<file path="src/rtl/lane_cfg.svh">
// register offsets, field positions, reset values and limits of the lane
`ifndef LANE_CFG_SVH
`define LANE_CFG_SVH
`define LANE_CTRL_OFS 8'h00
`define LANE_STAT_OFS 8'h04
`define CTRL_RESET 32'h0000_0440
`define F_RX_EN 0
`define F_TX_EN 1
`define F_HALF 2
`define F_WIDTH_LO 3
`define F_WIDTH_HI 6
`define F_FIFO_EN 7
`define F_ALIGN_EN 8
`define F_TX_REFCLK 9
`define F_BUF_EN 10
`define F_TERM_DYN 11
`define F_TERM_EN 12
`define F_TX_OE 13
`define F_BYPASS 14
`define F_TERM_STATIC 15
`define S_LOCKED 0
`define S_EMPTY 1
`define S_LEVEL_LO 2
`define S_OVERFLOW 6
`define S_TAP_LO 7
`define WORD_MAX 4'ha
`endif

</file>
<file path="src/rtl/lane_pkg.sv">
// types shared by the lane design
package lane_pkg;
    typedef enum logic [1:0] {AL_IDLE, AL_SWEEP, AL_LOCKED} align_state_t;
    typedef enum logic [1:0] {SEL_CTRL, SEL_STAT, SEL_NONE} reg_sel_t;
endpackage : lane_pkg

</file>
<file path="src/rtl/lvds_serdes_lane.sv">
// lvds lane: serializer, deserializer, delay chain, phase aligner, rx fifo, apb registers
// Operation
// - full rate moves one bit per clock
// - half rate moves two bits per clock
// - word width programmable up to ten
// - optional eight word receive fifo
// - empty flag while fifo holds nothing
// - read enable pops next stored word
// - receive reset clears fifo and deserializer
// - input buffer follows its enable bit
// - dynamic termination follows its enable bit
// - adjust enable drives delay or aligner
// - direction steps delay up or down
// - adjust reset clears delay or aligner
// - locked flag marks trained receive data
// - aligner centres sampling in bit window
// - bypass output only at width one
// - received word presented at word boundary
// - transmit word taken then serialized
// - transmit reset clears serializer only
// - pad driven only with output enable
// - transmit data or reference clock pattern
// - full or half rate both directions
//
// The implementer's own choices: the APB register port and the register addresses.
`timescale 1ns/100ps
`default_nettype none
`include "lane_cfg.svh"
module lvds_serdes_lane
    import lane_pkg::*;
#(
    parameter int WORD_W = 10,
    parameter int FIFO_DEPTH = 8,
    parameter int DELAY_TAPS = 16
) (
    input wire logic clk,
    input wire logic rst_n,
    input wire logic psel,
    input wire logic penable,
    input wire logic pwrite,
    input wire logic [7:0] paddr,
    input wire logic [31:0] pwdata,
    output logic [31:0] prdata,
    output logic pready,
    output logic pslverr,
    input wire logic [1:0] rx_pad_in,
    output logic [1:0] tx_pad_out,
    output logic tx_pad_oe,
    output logic bypass_input,
    output logic rx_buffer_on,
    output logic termination_on,
    input wire logic rx_reset,
    input wire logic tx_reset,
    input wire logic delay_adjust_enable,
    input wire logic delay_direction,
    input wire logic delay_adjust_reset,
    input wire logic fifo_read_enable,
    output logic [WORD_W-1:0] rx_data_out,
    output logic rx_word_valid,
    output logic fifo_empty_flag,
    output logic align_locked,
    input wire logic [WORD_W-1:0] tx_data_in,
    output logic tx_word_taken
);
    localparam int PW = $clog2(FIFO_DEPTH);
    localparam int TW = $clog2(DELAY_TAPS);
    localparam logic [TW-1:0] TAP_MAX = TW'(DELAY_TAPS - 1);
    localparam logic [PW:0] FIFO_FULL = (PW + 1)'(FIFO_DEPTH);

    // clamp the programmed width; half rate needs an even count of bits
    function automatic logic [3:0] eff_width(input logic [3:0] f, input logic half);
        logic [3:0] w;
        w = (f == 4'h0 || f > `WORD_MAX) ? `WORD_MAX : f;
        if (half && w[0]) begin
            w = w + 4'h1;
        end
        return w;
    endfunction : eff_width

    // bit position advance; msb of the result marks the word boundary
    function automatic logic [4:0] advance(input logic [3:0] cnt, input logic [3:0] w,
                                           input logic half);
        logic [4:0] n;
        n = {1'b0, cnt} + (half ? 5'h02 : 5'h01);
        if (n >= {1'b0, w}) begin
            return 5'h10;
        end
        return {1'b0, n[3:0]};
    endfunction : advance

    // register address decode, shared by reads and writes
    function automatic reg_sel_t decode(input logic [7:0] a);
        if (a == `LANE_CTRL_OFS) begin
            return SEL_CTRL;
        end else if (a == `LANE_STAT_OFS) begin
            return SEL_STAT;
        end else begin
            return SEL_NONE;
        end
    endfunction : decode

    logic [31:0] ctrl_q;
    logic [31:0] prdata_q;
    logic pready_q;
    logic pslverr_q;
    logic ovf_q;
    logic rx_rst_n;
    logic tx_rst_n;
    logic half;
    logic [3:0] wid;
    logic [WORD_W-1:0] wmask;
    logic [1:0] s1_q;
    logic [1:0] s2_q;
    logic [1:0] s3_q;
    logic [1:0] pad_q;
    logic [1:0] rx_bit;
    logic [1:0] dly_bit;
    logic [TW-1:0] tap_q;
    logic [3:0] rx_cnt_q;
    logic [3:0] rx_cnt_d;
    logic rx_tick;
    logic [WORD_W-1:0] rx_sh_q;
    logic [WORD_W-1:0] rx_sh_d;
    logic [WORD_W-1:0] rx_word;
    align_state_t al_state_q;
    logic locked_q;
    logic found_q;
    logic [TW-1:0] lo_q;
    logic [TW-1:0] hi_q;
    logic [WORD_W-1:0] prev_q;
    logic stable;
    logic found_n;
    logic [TW-1:0] lo_n;
    logic [TW-1:0] hi_n;
    logic [TW:0] mid_sum;
    logic [WORD_W-1:0] mem [FIFO_DEPTH];
    logic [PW-1:0] wr_q;
    logic [PW-1:0] rd_q;
    logic [PW:0] lvl_q;
    logic [PW:0] lvl_d;
    logic push;
    logic pop;
    logic push_ok;
    logic ovf_evt;
    logic [WORD_W-1:0] rx_data_q;
    logic rx_valid_q;
    logic empty_q;
    logic [3:0] tx_cnt_q;
    logic [3:0] tx_cnt_d;
    logic tx_tick;
    logic [WORD_W-1:0] tx_hold_q;
    logic [WORD_W-1:0] refpat;
    logic [1:0] tx_bits;
    logic [1:0] tx_pad_q;
    logic tx_oe_q;
    logic tx_taken_q;
    logic bypass_q;
    logic buf_on_q;
    logic term_on_q;
    logic apb_acc;
    logic apb_done;

    // configuration fields; one width serves both directions
    assign half = ctrl_q[`F_HALF];
    assign wid = eff_width(ctrl_q[`F_WIDTH_HI:`F_WIDTH_LO], half);
    assign wmask = ~({WORD_W{1'b1}} << wid);
    assign rx_rst_n = rst_n & ~rx_reset;
    assign tx_rst_n = rst_n & ~tx_reset;

    // apb slave with one wait state; write lands on the completing edge
    assign apb_acc = psel & penable & ~pready_q;
    assign apb_done = psel & penable & pready_q;
    always_ff @(posedge clk or negedge rst_n) begin
        if (!rst_n) begin
            pready_q <= 1'b0;
            pslverr_q <= 1'b0;
            prdata_q <= 32'h0000_0000;
        end else begin
            pready_q <= apb_acc;
            pslverr_q <= apb_acc && decode(paddr) == SEL_NONE;
            if (apb_acc) begin
                if (decode(paddr) == SEL_CTRL) begin
                    prdata_q <= ctrl_q;
                end else if (decode(paddr) == SEL_STAT) begin
                    prdata_q <= 32'h0000_0000;
                    prdata_q[`S_LOCKED] <= locked_q;
                    prdata_q[`S_EMPTY] <= empty_q;
                    prdata_q[`S_LEVEL_LO +: PW + 1] <= lvl_q;
                    prdata_q[`S_OVERFLOW] <= ovf_q;
                    prdata_q[`S_TAP_LO +: TW] <= tap_q;
                end else begin
                    prdata_q <= 32'h0000_0000;
                end
            end
        end
    end

    // control register and sticky overflow; a new overflow beats the clear
    always_ff @(posedge clk or negedge rst_n) begin
        if (!rst_n) begin
            ctrl_q <= `CTRL_RESET;
            ovf_q <= 1'b0;
        end else begin
            if (apb_done && pwrite && decode(paddr) == SEL_CTRL) begin
                ctrl_q <= pwdata;
            end
            if (ovf_evt) begin
                ovf_q <= 1'b1;
            end else if (apb_done && pwrite && decode(paddr) == SEL_STAT
                         && pwdata[`S_OVERFLOW]) begin
                ovf_q <= 1'b0;
            end
        end
    end

    // pad synchroniser; a level counts once stages two and three agree
    always_ff @(posedge clk or negedge rst_n) begin
        if (!rst_n) begin
            s1_q <= 2'h0;
            s2_q <= 2'h0;
            s3_q <= 2'h0;
            pad_q <= 2'h0;
        end else begin
            s1_q <= rx_pad_in;
            s2_q <= s1_q;
            s3_q <= s2_q;
            pad_q <= (pad_q & (s2_q ^ s3_q)) | (s3_q & ~(s2_q ^ s3_q));
        end
    end
    assign rx_bit = pad_q & {2{ctrl_q[`F_BUF_EN]}};

    // per-lane delay chain; lane 0 is the rising-edge bit, lane 1 the falling
    for (genvar l = 0; l < 2; l++) begin : g_delay
        logic [DELAY_TAPS-1:0] hist_q;
        always_ff @(posedge clk or negedge rx_rst_n) begin
            if (!rx_rst_n) begin
                hist_q <= '0;
            end else begin
                hist_q <= {hist_q[DELAY_TAPS-2:0], rx_bit[l]};
            end
        end
        assign dly_bit[l] = hist_q[tap_q];
    end

    // deserializer: one bit per clock at full rate, two at half rate
    always_comb begin
        rx_sh_d = rx_sh_q;
        {rx_tick, rx_cnt_d} = advance(rx_cnt_q, wid, half);
        rx_sh_d[rx_cnt_q] = dly_bit[0];
        if (half) begin
            rx_sh_d[4'(rx_cnt_q + 4'h1)] = dly_bit[1];
        end
        rx_word = rx_sh_d & wmask;
    end

    always_ff @(posedge clk or negedge rx_rst_n) begin
        if (!rx_rst_n) begin
            rx_sh_q <= '0;
            rx_cnt_q <= 4'h0;
        end else begin
            rx_sh_q <= rx_sh_d;
            rx_cnt_q <= rx_cnt_d;
        end
    end

    // sweep bookkeeping: taps where the word repeats form the open window
    assign stable = (rx_word == prev_q);
    assign found_n = found_q | stable;
    assign lo_n = (stable && !found_q) ? tap_q : lo_q;
    assign hi_n = stable ? tap_q : hi_q;
    assign mid_sum = {1'b0, lo_n} + {1'b0, hi_n};

    // delay control and phase aligner, sampled at each word boundary
    always_ff @(posedge clk or negedge rx_rst_n) begin
        if (!rx_rst_n) begin
            tap_q <= '0;
            al_state_q <= AL_IDLE;
            locked_q <= 1'b0;
            found_q <= 1'b0;
            lo_q <= '0;
            hi_q <= '0;
            prev_q <= '0;
        end else if (rx_tick) begin
            if (delay_adjust_reset) begin
                tap_q <= '0;
                al_state_q <= AL_IDLE;
                locked_q <= 1'b0;
            end else if (!ctrl_q[`F_ALIGN_EN]) begin
                al_state_q <= AL_IDLE;
                locked_q <= 1'b0;
                if (delay_adjust_enable) begin
                    if (delay_direction && tap_q != TAP_MAX) begin
                        tap_q <= tap_q + 1'b1;
                    end else if (!delay_direction && tap_q != '0) begin
                        tap_q <= tap_q - 1'b1;
                    end
                end
            end else begin
                case (al_state_q)
                    AL_IDLE: begin
                        if (delay_adjust_enable) begin
                            al_state_q <= AL_SWEEP;
                            tap_q <= '0;
                            found_q <= 1'b0;
                            prev_q <= rx_word;
                        end
                    end
                    AL_SWEEP: begin
                        found_q <= found_n;
                        lo_q <= lo_n;
                        hi_q <= hi_n;
                        prev_q <= rx_word;
                        if (tap_q == TAP_MAX) begin
                            tap_q <= found_n ? mid_sum[TW:1] : '0;
                            al_state_q <= AL_LOCKED;
                            locked_q <= 1'b1;
                        end else begin
                            tap_q <= tap_q + 1'b1;
                        end
                    end
                    AL_LOCKED: begin
                        locked_q <= 1'b1;
                    end
                    default: begin
                        al_state_q <= AL_IDLE;
                    end
                endcase
            end
        end
    end

    // receive fifo bookkeeping; a pop on empty is ignored
    assign push = rx_tick & ctrl_q[`F_RX_EN] & ctrl_q[`F_FIFO_EN];
    assign pop = fifo_read_enable & ctrl_q[`F_FIFO_EN] & (lvl_q != '0);
    assign push_ok = push & ((lvl_q != FIFO_FULL) | pop);
    assign ovf_evt = push & ~push_ok;
    always_comb begin
        lvl_d = lvl_q;
        if (push_ok && !pop) begin
            lvl_d = lvl_q + 1'b1;
        end else if (pop && !push_ok) begin
            lvl_d = lvl_q - 1'b1;
        end
    end

    always_ff @(posedge clk or negedge rx_rst_n) begin
        if (!rx_rst_n) begin
            wr_q <= '0;
            rd_q <= '0;
            lvl_q <= '0;
            empty_q <= 1'b1;
        end else begin
            if (push_ok) begin
                mem[wr_q] <= rx_word;
                wr_q <= (wr_q == PW'(FIFO_DEPTH - 1)) ? '0 : wr_q + 1'b1;
            end
            if (pop) begin
                rd_q <= (rd_q == PW'(FIFO_DEPTH - 1)) ? '0 : rd_q + 1'b1;
            end
            lvl_q <= lvl_d;
            empty_q <= (lvl_d == '0);
        end
    end

    // parallel receive output: direct at the word boundary, or from the fifo
    always_ff @(posedge clk or negedge rx_rst_n) begin
        if (!rx_rst_n) begin
            rx_data_q <= '0;
            rx_valid_q <= 1'b0;
        end else if (ctrl_q[`F_FIFO_EN]) begin
            rx_valid_q <= pop;
            if (pop) begin
                rx_data_q <= mem[rd_q];
            end
        end else begin
            rx_valid_q <= rx_tick & ctrl_q[`F_RX_EN];
            if (rx_tick && ctrl_q[`F_RX_EN]) begin
                rx_data_q <= rx_word;
            end
        end
    end

    // serializer: next word or clock pattern is taken at each word boundary
    assign refpat = ~({WORD_W{1'b1}} << (wid >> 1));
    always_comb begin
        {tx_tick, tx_cnt_d} = advance(tx_cnt_q, wid, half);
        tx_bits[0] = tx_hold_q[tx_cnt_q];
        tx_bits[1] = half ? tx_hold_q[4'(tx_cnt_q + 4'h1)] : tx_bits[0];
    end

    always_ff @(posedge clk or negedge tx_rst_n) begin
        if (!tx_rst_n) begin
            tx_cnt_q <= 4'h0;
            tx_hold_q <= '0;
            tx_taken_q <= 1'b0;
            tx_pad_q <= 2'h0;
        end else begin
            tx_cnt_q <= tx_cnt_d;
            tx_taken_q <= tx_tick & ctrl_q[`F_TX_EN];
            if (tx_tick) begin
                tx_hold_q <= ctrl_q[`F_TX_REFCLK] ? refpat : tx_data_in & wmask;
            end
            tx_pad_q <= ctrl_q[`F_TX_EN] ? tx_bits : 2'h0;
        end
    end

    // pad-side controls: output enable, buffer, termination, bypass
    always_ff @(posedge clk or negedge rst_n) begin
        if (!rst_n) begin
            tx_oe_q <= 1'b0;
            buf_on_q <= 1'b0;
            term_on_q <= 1'b0;
            bypass_q <= 1'b0;
        end else begin
            tx_oe_q <= ctrl_q[`F_TX_EN] & ctrl_q[`F_TX_OE];
            buf_on_q <= ctrl_q[`F_BUF_EN];
            term_on_q <= ctrl_q[`F_TERM_DYN] ? ctrl_q[`F_TERM_EN] : ctrl_q[`F_TERM_STATIC];
            bypass_q <= ctrl_q[`F_BYPASS] && wid == 4'h1 && rx_bit[0];
        end
    end

    assign prdata = prdata_q;
    assign pready = pready_q;
    assign pslverr = pslverr_q;
    assign tx_pad_out = tx_pad_q;
    assign tx_pad_oe = tx_oe_q;
    assign bypass_input = bypass_q;
    assign rx_buffer_on = buf_on_q;
    assign termination_on = term_on_q;
    assign rx_data_out = rx_data_q;
    assign rx_word_valid = rx_valid_q;
    assign fifo_empty_flag = empty_q;
    assign align_locked = locked_q;
    assign tx_word_taken = tx_taken_q;
endmodule : lvds_serdes_lane
`default_nettype wire

</file>
<file path="config.mk">
export PLATFORM = sky130hd
export DESIGN_NAME = lvds_serdes_lane
export DESIGN_NICKNAME = d
export VERILOG_FILES = /design/src/rtl/lane_pkg.sv /design/src/rtl/lvds_serdes_lane.sv
export VERILOG_INCLUDE_DIRS = /design/src /design/src/rtl
export SDC_FILE = /design/constraint.sdc
export NUM_CORES = 1
export LEC_CHECK = 0
export CELL_PAD_IN_SITES_DETAIL_PLACEMENT = 1
export CELL_PAD_IN_SITES_GLOBAL_PLACEMENT = 1
export CORE_MARGIN = 2
export CORE_UTILIZATION = 30
export CTS_BUF_LIST = sky130_fd_sc_hd__clkbuf_8
export DETAILED_ROUTE_END_ITERATION = 7
export DONT_BUFFER_PORTS = 1
export GPL_ROUTABILITY_DRIVEN = 0
export PLACE_DENSITY_LB_ADDON = 0.12
export SYNTH_ARGS = -nofsm -noshare
export SYNTH_HDL_FRONTEND = slang
export SYNTH_SLANG_ARGS = --single-unit
</file>
<file path="constraint.sdc">
create_clock -name clk -period 10.9 [get_ports clk]
set_input_delay 2.725 -clock clk [delete_from_list [all_inputs] [get_ports clk]]
set_output_delay 2.725 -clock clk [all_outputs]
set_load 0.01 [all_outputs]
</file>
==> metrics.md, run 1 <==
| Metric | Value |
|---|---|
| Outcome | complete, no violations |
| Fmax | 171 MHz |
| Synthesized area per cell | 12.4 sq um |
| Die Area | 44100 sq um |
| EDFF count, synth | 80 |
| Static Leak | 6.01 nW |
| Overall routing resource usage | 16.6% |
| Synth area leaders | dfrtp_1 (37%), edfxtp_1 (19%), mux2_2 (4.9%) |
| Netlist cell types | 84 |
| Clk_lat worst skew | 610 ps |
| Worst setup EP type | flip-flop |
| Count of boundary I/O pins | 117 |
| Multi-input logic area | 5220 sq um |
| Compound-Gate Fraction of Synth Area | 12.7% |
| Worst R2R End | tap_q[2]$_DFFE_PN0P_ |
| Synthesized flop and latch total | 270 |
| Congestion Overflow GR | 0 |
| Post-layout util | 34.3% |
| First-pass GRT wire length | 56300 um |
| Max stage delay cell, worst path | a2111oi_2 |
| Final nets | 1140 |
| Initial Utilization | 30.3% |
| Top-area cell type share of the netlist area | 36.8% |
| Final period utilization | 53.7% |
| Die Ht | 210 um |
| Slew Limit Headroom | 15.5% |
| WL/cell | 21.8 um |
| Port Buffers | 0 |
| CTS Buffer Depth | 3 |
| Final Critical Period | 5850 ps |
| CTS sink cnt | 270 |
| Final Hold Viols | 0 |
| Core area | 41900 sq um |
| Yosys top cell by area | dfrtp_1 |
| Hold_sp | s1_q[0]$_DFF_PN0_ |
| Worst-path maximum fanout | 16 |
| DRT iter0 DRCs | 356 |
| Post-DP HPWL | 24600 um |
| Pin count of the biggest net entering global routing | 82 |
| Syn Nets | 1119 |
| Drt drc | 0 |
| CP Cell Sequence | and2b_1, a22oi_1, a21oi_1, or2_1, a2111oi_2, a221o_1, nand4b_4, or2_1, nor2_2, mux2_1, ha_1, inv_1, o21bai_1, a21boi_0, a31o_2, a2111oi_0, a31o_1 |
| Slowest stage delay, CP | 1150 ps |
| Worst Path Class, Setup | flip-flop to flip-flop |
| Clock slew seen by the registers of the worst setup and hold paths | 60 ps |
| Clock root buffer | clkbuf_8 |
| Fin. max-slew vios | 0 |
| Most used cell along the critical path | or2_1 |
| Peak supply drop | 0.0792 mV |
| Largest family of logic cells by synthesized area | multiplexers |
| HP Class | flip-flop to flip-flop |
| Post-CTS resize count | 0 |
| Pre-antenna DRT Iters | 6 |
| FF+latch area | 7160 sq um |
| Setup TNS | 0 ps |
| Slew @ Worst Pin | 1270 ps |
| Synth Flop Type | dfrtp_1 |
| Max-cap viol count | 0 |
| Vias | 8361 |
| WHS Endpoint | s2_q[0]$_DFF_PN0_ |
| Most frequent cell after synthesis | dfrtp_1 |
| Sequential area share after synthesis | 56.3% |
| Antenna-violating nets left | 0 |
| Unrepaired setup endpoints after global routing | false |
| Hold_buf cts | 0 |
| Final setup fails | 0 |
| Initial antenna violation count | 2 |
| Htree depth | 2 |
| Netlist Area Pre-Place | 12700 sq um |
| Synth Warn # | 0 |
| Cts bufs inserted | 51 |
| PD cells | 216 nW/um^2 |
| Synth Instances | 1027 |
| Cell depth of the worst flop-to-flop path | 17 |
| Post-Synth Adder-Cell Area | 3.26% |
| Postcts setup bufs | 0 |
| Vias per cell | 5.14 |
| Skew final | 25.2 ps |
| Worst EP arrival | 6390 ps |
| Layout cells sized above 1 | 19.3% |
| Vias in the first global route | 9251 |
| Post-synthesis mux area share | 13.2% |
| Die width | 210 um |
| Row cnt | 75 |
| Area Growth Syn to Fin | 13.1% |
| Fillers | 4466 |
| Worst reg2reg path startpoint | tap_q[1]$_DFFE_PN0P_ |
| Post-Synth XOR/XNOR Area | 0.895% |
| CTS tree | done |
| Routed wire length | 35400 um |
| Crit start category | flip-flop |
| Async set-or-reset flop fraction in the synthesized netlist | 70.4% |
| Top cells by count, synth | dfrtp_1 (187), nand2_1 (89), edfxtp_1 (80) |
| Simple-gate share of the synthesized area | 10.7% |
| Flop-to-flop setup slack | 5050 ps |
| Hold path cells | 0 |
| Crit path required time | 11440 ps |
==> layout by cell type, fill, tap and decap left out, drive strengths merged, types with 19 or more instances in the layout <==
cell type	n
a21oi	29
nand3	20
and2	19
nor2	39
mux2i	40
nand2	89
mux2	64
a22o	23
inv	54
mux4	24
edfxtp	80
buf	21
ha	26
nor3	19
clkbuf	61
o21ai	66
dfrtp	187
o31ai	19
==> final cells by class <==
class / instances / share of cell area [%]
multi-input cells: 669 / 36.3
flip-flops and latches: 270 / 49.8
clock buffers: 61 / 5.83
repair buffers: 21 / 1.10
diodes: 1 / 0.0174
inverters: 35 / 0.913
clock inverters: 31 / 1.45
well taps: 539 / 4.69
==> logic make-up (layout without fill, tap and decap cells) <==
| family | Yosys count | count (layout) |
|---|---|---|
| mux | 128 | 128 |
| flops | 270 | 270 |
| other cells | 0 | 1 |
| fa+ha+maj | 32 | 32 |
| compound gates | 232 | 232 |
| buf+inv | 88 | 148 |
| xor+xnor | 13 | 13 |
| simple gates | 264 | 264 |
==> report_power, final <==
group	total, mW	switching (mW)	internal, mW
logic	0.804	0.472	0.332
registers	1.28	0.123	1.15
clock network	1.02	0.447	0.576
total	3.10	1.04	2.06
==> how the worst max path moves through the flow <==
stage	startpoint	endpoint	depth (start not counted)
final	tap_q[1]$_DFFE_PN0P_	tap_q[2]$_DFFE_PN0P_	17
after global routing	tap_q[2]$_DFFE_PN0P_	tap_q[2]$_DFFE_PN0P_	17
after CTS	tap_q[2]$_DFFE_PN0P_	tap_q[2]$_DFFE_PN0P_	17
after detailed placement	tap_q[2]$_DFFE_PN0P_	tap_q[2]$_DFFE_PN0P_	17
after global placement	tap_q[1]$_DFFE_PN0P_	tap_q[2]$_DFFE_PN0P_	17
after floorplan	rx_reset	mem[1][0]$_DFFE_PP_	3
==> critical path, delay by kind of cell (launching register included) <==
family | cells | cell delay (ps)
flip-flops | 1 | 690
adder cells (fa/ha/maj) | 1 | 290
multiplexers | 1 | 330
AND/OR/NAND/NOR | 5 | 1330
buffers and inverters | 1 | 50
AO/OA/AOI/OAI | 9 | 3070
==> metrics by stage <==
stage                     hold slack, ps  worst slack [ps]  cell area, sq um  instances  power [mW]
after floorplan                      331              1590             12700       1027        1.88
after global placement               338              5360             13300       1534        2.11
after detailed placement             345              5110             13300       1534        2.11
after CTS                            360              5070             14400       1626        3.17
after global routing                 377              4650             14400       1626        3.31
final                                361              5050             14400       1627        3.10
==> registers in the layout, indices dropped and copies added, names as in the netlist, 3 cells and up, named ones only <==
register and cells:
tx_cnt_q 4, mem 80, rx_cnt_q 4, g_delay.hist_q 32, rx_sh_q 10, lo_q 4
hi_q 4, tx_hold_q 10, tap_q 4, rd_q 3, ctrl_q 32, prev_q 10
wr_q 3, prdata 32, lvl_q 4, rx_data_out 10
==> per-layer routing <==
layer  vias to the layer above  global-route usage, %  wire [um]
li1                       3863                      -          -
met1                      4233                   21.3      15600
met2                       187                   26.7      16500
met3                        76                   4.60       2170
met4                         2                   6.65       1130
met5                         -                      0         12
Note: power is estimated with default switching activity, not from simulation.
==> run 2, diff against run 1 <==
==> constraint.sdc (replaced) <==
create_clock -name clk -period 5.5 [get_ports clk]
set_input_delay 1.375 -clock clk [delete_from_list [all_inputs] [get_ports clk]]
set_output_delay 1.375 -clock clk [all_outputs]
set_load 0.01 [all_outputs]
==> run 2 against run 1 <==
  * Worst setup slack got worse by 4500 ps
  * Worst hold slack got worse by 16 ps
  * Maximum frequency rose by 18%
  * Count of clock-buffer cells in the layout is 7 higher
  * Non-clock buffer count up 19
==> metrics.md, run 2 (synthesized netlist as in run 1, its figures left out) <==
| Metric | Value |
|---|---|
| Static Leak | 6.14 nW (was 6.01 nW) |
| Overall routing resource usage | 16.9% (was 16.6%) |
| Setup TNS | 0 ps (unchanged) |
| Clock root buffer | clkbuf_8 (unchanged) |
| PD cells | 430 nW/um^2 (was 216 nW/um^2) |
| Total power | 6.29 mW (was 3.10 mW) |
| Die Area | 44100 sq um (unchanged) |
| CTS sink cnt | 270 (unchanged) |
| Antenna-violating nets left | 0 (unchanged) |
| Post-CTS resize count | 0 (unchanged) |
| Congestion Overflow GR | 0 (unchanged) |
| M3 GR Usage | 4.71% (was 4.60%) |
| Unrepaired setup endpoints after global routing | false (unchanged) |
| Met2 Usage GRT | 26.6% (was 26.7%) |
| Clk_lat worst skew | 620 ps (was 610 ps) |
| Worst Path Class, Setup | flip-flop to flip-flop (unchanged) |
| CTS Buffer Depth | 3 (unchanged) |
| Htree depth | 2 (unchanged) |
| Max reg flops | 80 (unchanged) |
| Fin. max-slew vios | 0 (unchanged) |
| Port Buffers | 0 (unchanged) |
| Vias in the first global route | 9398 (was 9251) |
| Biggest register | mem (unchanged) |
| Placed Instances | 1553 (was 1534) |
| CTS tree | done (unchanged) |
| Pin count of the biggest net entering global routing | 82 (unchanged) |
| Max stage delay cell, worst path | dfrtp_1 (was a2111oi_2) |
| Initial Utilization | 30.3% (unchanged) |
| Most common cell after layout, fill and taps aside | dfrtp_1 (unchanged) |
| Final setup fails | 0 (unchanged) |
| WP depth | 17 (unchanged) |
| WL/cell | 21.9 um (was 21.8 um) |
| Initial antenna violation count | 3 (was 2) |
| Post-DP HPWL | 25500 um (was 24600 um) |
| Hold slack | 345 ps (was 361 ps) |
| Worst-path maximum fanout | 15 (was 16) |
| HP Class | flip-flop to flip-flop (unchanged) |
| GRT busiest layer | met2 (unchanged) |
| Cts bufs inserted | 52 (was 51) |
| Commonest non-fill, non-tap cells in the layout | dfrtp_1 (187), nand2_1 (89), edfxtp_1 (80), clkbuf_8 (68), o21ai_0 (64) (was dfrtp_1 (187), nand2_1 (89), edfxtp_1 (80), o21ai_0 (64), clkbuf_8 (61)) |
| Layout cells sized above 1 | 21.5% (was 19.3%) |
| Routed wire length | 36100 um (was 35400 um) |
| Skew final | 35.8 ps (was 25.2 ps) |
| Count of boundary I/O pins | 117 (unchanged) |
| Final Hold Viols | 0 (unchanged) |
| Die width | 210 um (unchanged) |
| Peak supply drop | 0.179 mV (was 0.0792 mV) |
| DRT iter0 DRCs | 428 (was 356) |
| Clock slew seen by the registers of the worst setup and hold paths | 60 ps (about the same) |
| Cell depth of the worst flop-to-flop path | 17 (unchanged) |
| Slew Limit Headroom | 30.5% (was 15.5%) |
| Met1 usage | 22.4% (was 21.3%) |
| Non-filler cells, final | 1649 (was 1627) |
| Cell family with most CP delay | compound AO/OA/AOI/OAI gates (unchanged) |
| Outcome | complete, no violations (unchanged) |
| Worst EP arrival | 5440 ps (was 6390 ps) |
| Hold_buf cts | 0 (unchanged) |
| Area Growth Syn to Fin | 14.8% (was 13.1%) |
| CP bufs+invs | 1 (unchanged) |
| Vias per cell | 5.16 (was 5.14) |
| Final nets | 1160 (was 1140) |
| Fmax | 202 MHz (was 171 MHz) |
| CP Cell Sequence | buf_12, mux2i_1, a22oi_1, a21oi_2, a211oi_1, and3_2, a2bb2oi_1, nand4_2, or2_1, nor2_2, mux2_1, ha_1, nor2_1, a21boi_0, a21oi_1, mux2_1, a31o_1 (was and2b_1, a22oi_1, a21oi_1, or2_1, a2111oi_2, a221o_1, nand4b_4, or2_1, nor2_2, mux2_1, ha_1, inv_1, o21bai_1, a21boi_0, a31o_2, a2111oi_0, a31o_1) |
| Core area | 41900 sq um (unchanged) |
| Final period utilization | 90.0% (was 53.7%) |
| Postcts setup bufs | 0 (unchanged) |
| Worst setup EP type | flip-flop (unchanged) |
| Slew @ Worst Pin | 1040 ps (was 1270 ps) |
| First-pass GRT wire length | 57600 um (was 56300 um) |
| Final Critical Period | 4950 ps (was 5850 ps) |
| Drt drc | 0 (unchanged) |
| Die Ht | 210 um (unchanged) |
| Most used cell along the critical path | mux2_1 (was or2_1) |
| Slowest stage delay, CP | 540 ps (was 1150 ps) |
| Crit path required time | 5990 ps (was 11440 ps) |
| Pre-antenna DRT Iters | 7 (was 6) |
| Crit start category | flip-flop (unchanged) |
| Hold path cells | 0 (unchanged) |
| Max-cap viol count | 0 (unchanged) |
| Vias | 8503 (was 8361) |
| Row cnt | 75 (unchanged) |
-- run 2: power by group --
group / leakage (nW) / switching [mW] / internal (mW)
clock network: 0.630 / 0.891 / 1.20
registers: 3.25 / 0.250 / 2.29
logic: 2.25 / 0.959 / 0.704
total: 6.14 / 2.10 / 4.19
-- run 2: layout make-up --
cell class | instances | area (sq um)
Inverter | 35 | 131
Clock buffer | 68 | 936
Clock inverter | 27 | 171
Antenna cell | 1 | 2.50
Multi-Input combinational cell | 669 | 5230
Sequential cell | 270 | 7160
Tap cell | 539 | 674
Timing Repair Buffer | 40 | 313
Fill cell | 4498 | 27300
-- run 2: final timing paths --
check | from | endpoint | slack [ps]
max in group asynchronous | rst_n | hi_q[2]$_DFFE_PN0P_ | 3350
worst max-delay path | tap_q[0]$_DFFE_PN0P_ | tap_q[2]$_DFFE_PN0P_ | 550
min in group asynchronous | rst_n | ctrl_q[26]$_DFFE_PN0P_ | 460
worst min-delay path | s1_q[1]$_DFF_PN0_ | s2_q[1]$_DFF_PN0_ | 340
worst min register to register | s1_q[1]$_DFF_PN0_ | s2_q[1]$_DFF_PN0_ | 340
worst max register to register | tap_q[0]$_DFFE_PN0P_ | tap_q[2]$_DFFE_PN0P_ | 550
-- run 2: worst reg2reg max path, delay by kind of cell, from the launching register on --
kind | cells | cell delay, ps
flip-flops | 1 | 540
AO/OA/AOI/OAI | 7 | 1680
buffers and inverters | 1 | 210
multiplexers | 3 | 760
AND/OR/NAND/NOR | 5 | 1300
adder cells (fa/ha/maj) | 1 | 340
-- run 2: layer usage --
metal | part of all wire [%] | vias up
met5 | 0.064 | -
met2 | 46 | 193
met3 | 6.0 | 60
met1 | 45 | 4345
met4 | 2.6 | 4
li1 | - | 3901
-- run 2: per-stage QoR --
stage                     cell area (sq um)  utilization (%)  worst slack [ps]
final                                 14600             34.8               549
after global routing                  14600             34.8              17.6
after CTS                             14600             34.8               511
after detailed placement              13500             32.2               538
after global placement                13500             32.2               566
after floorplan                       12700                -               664
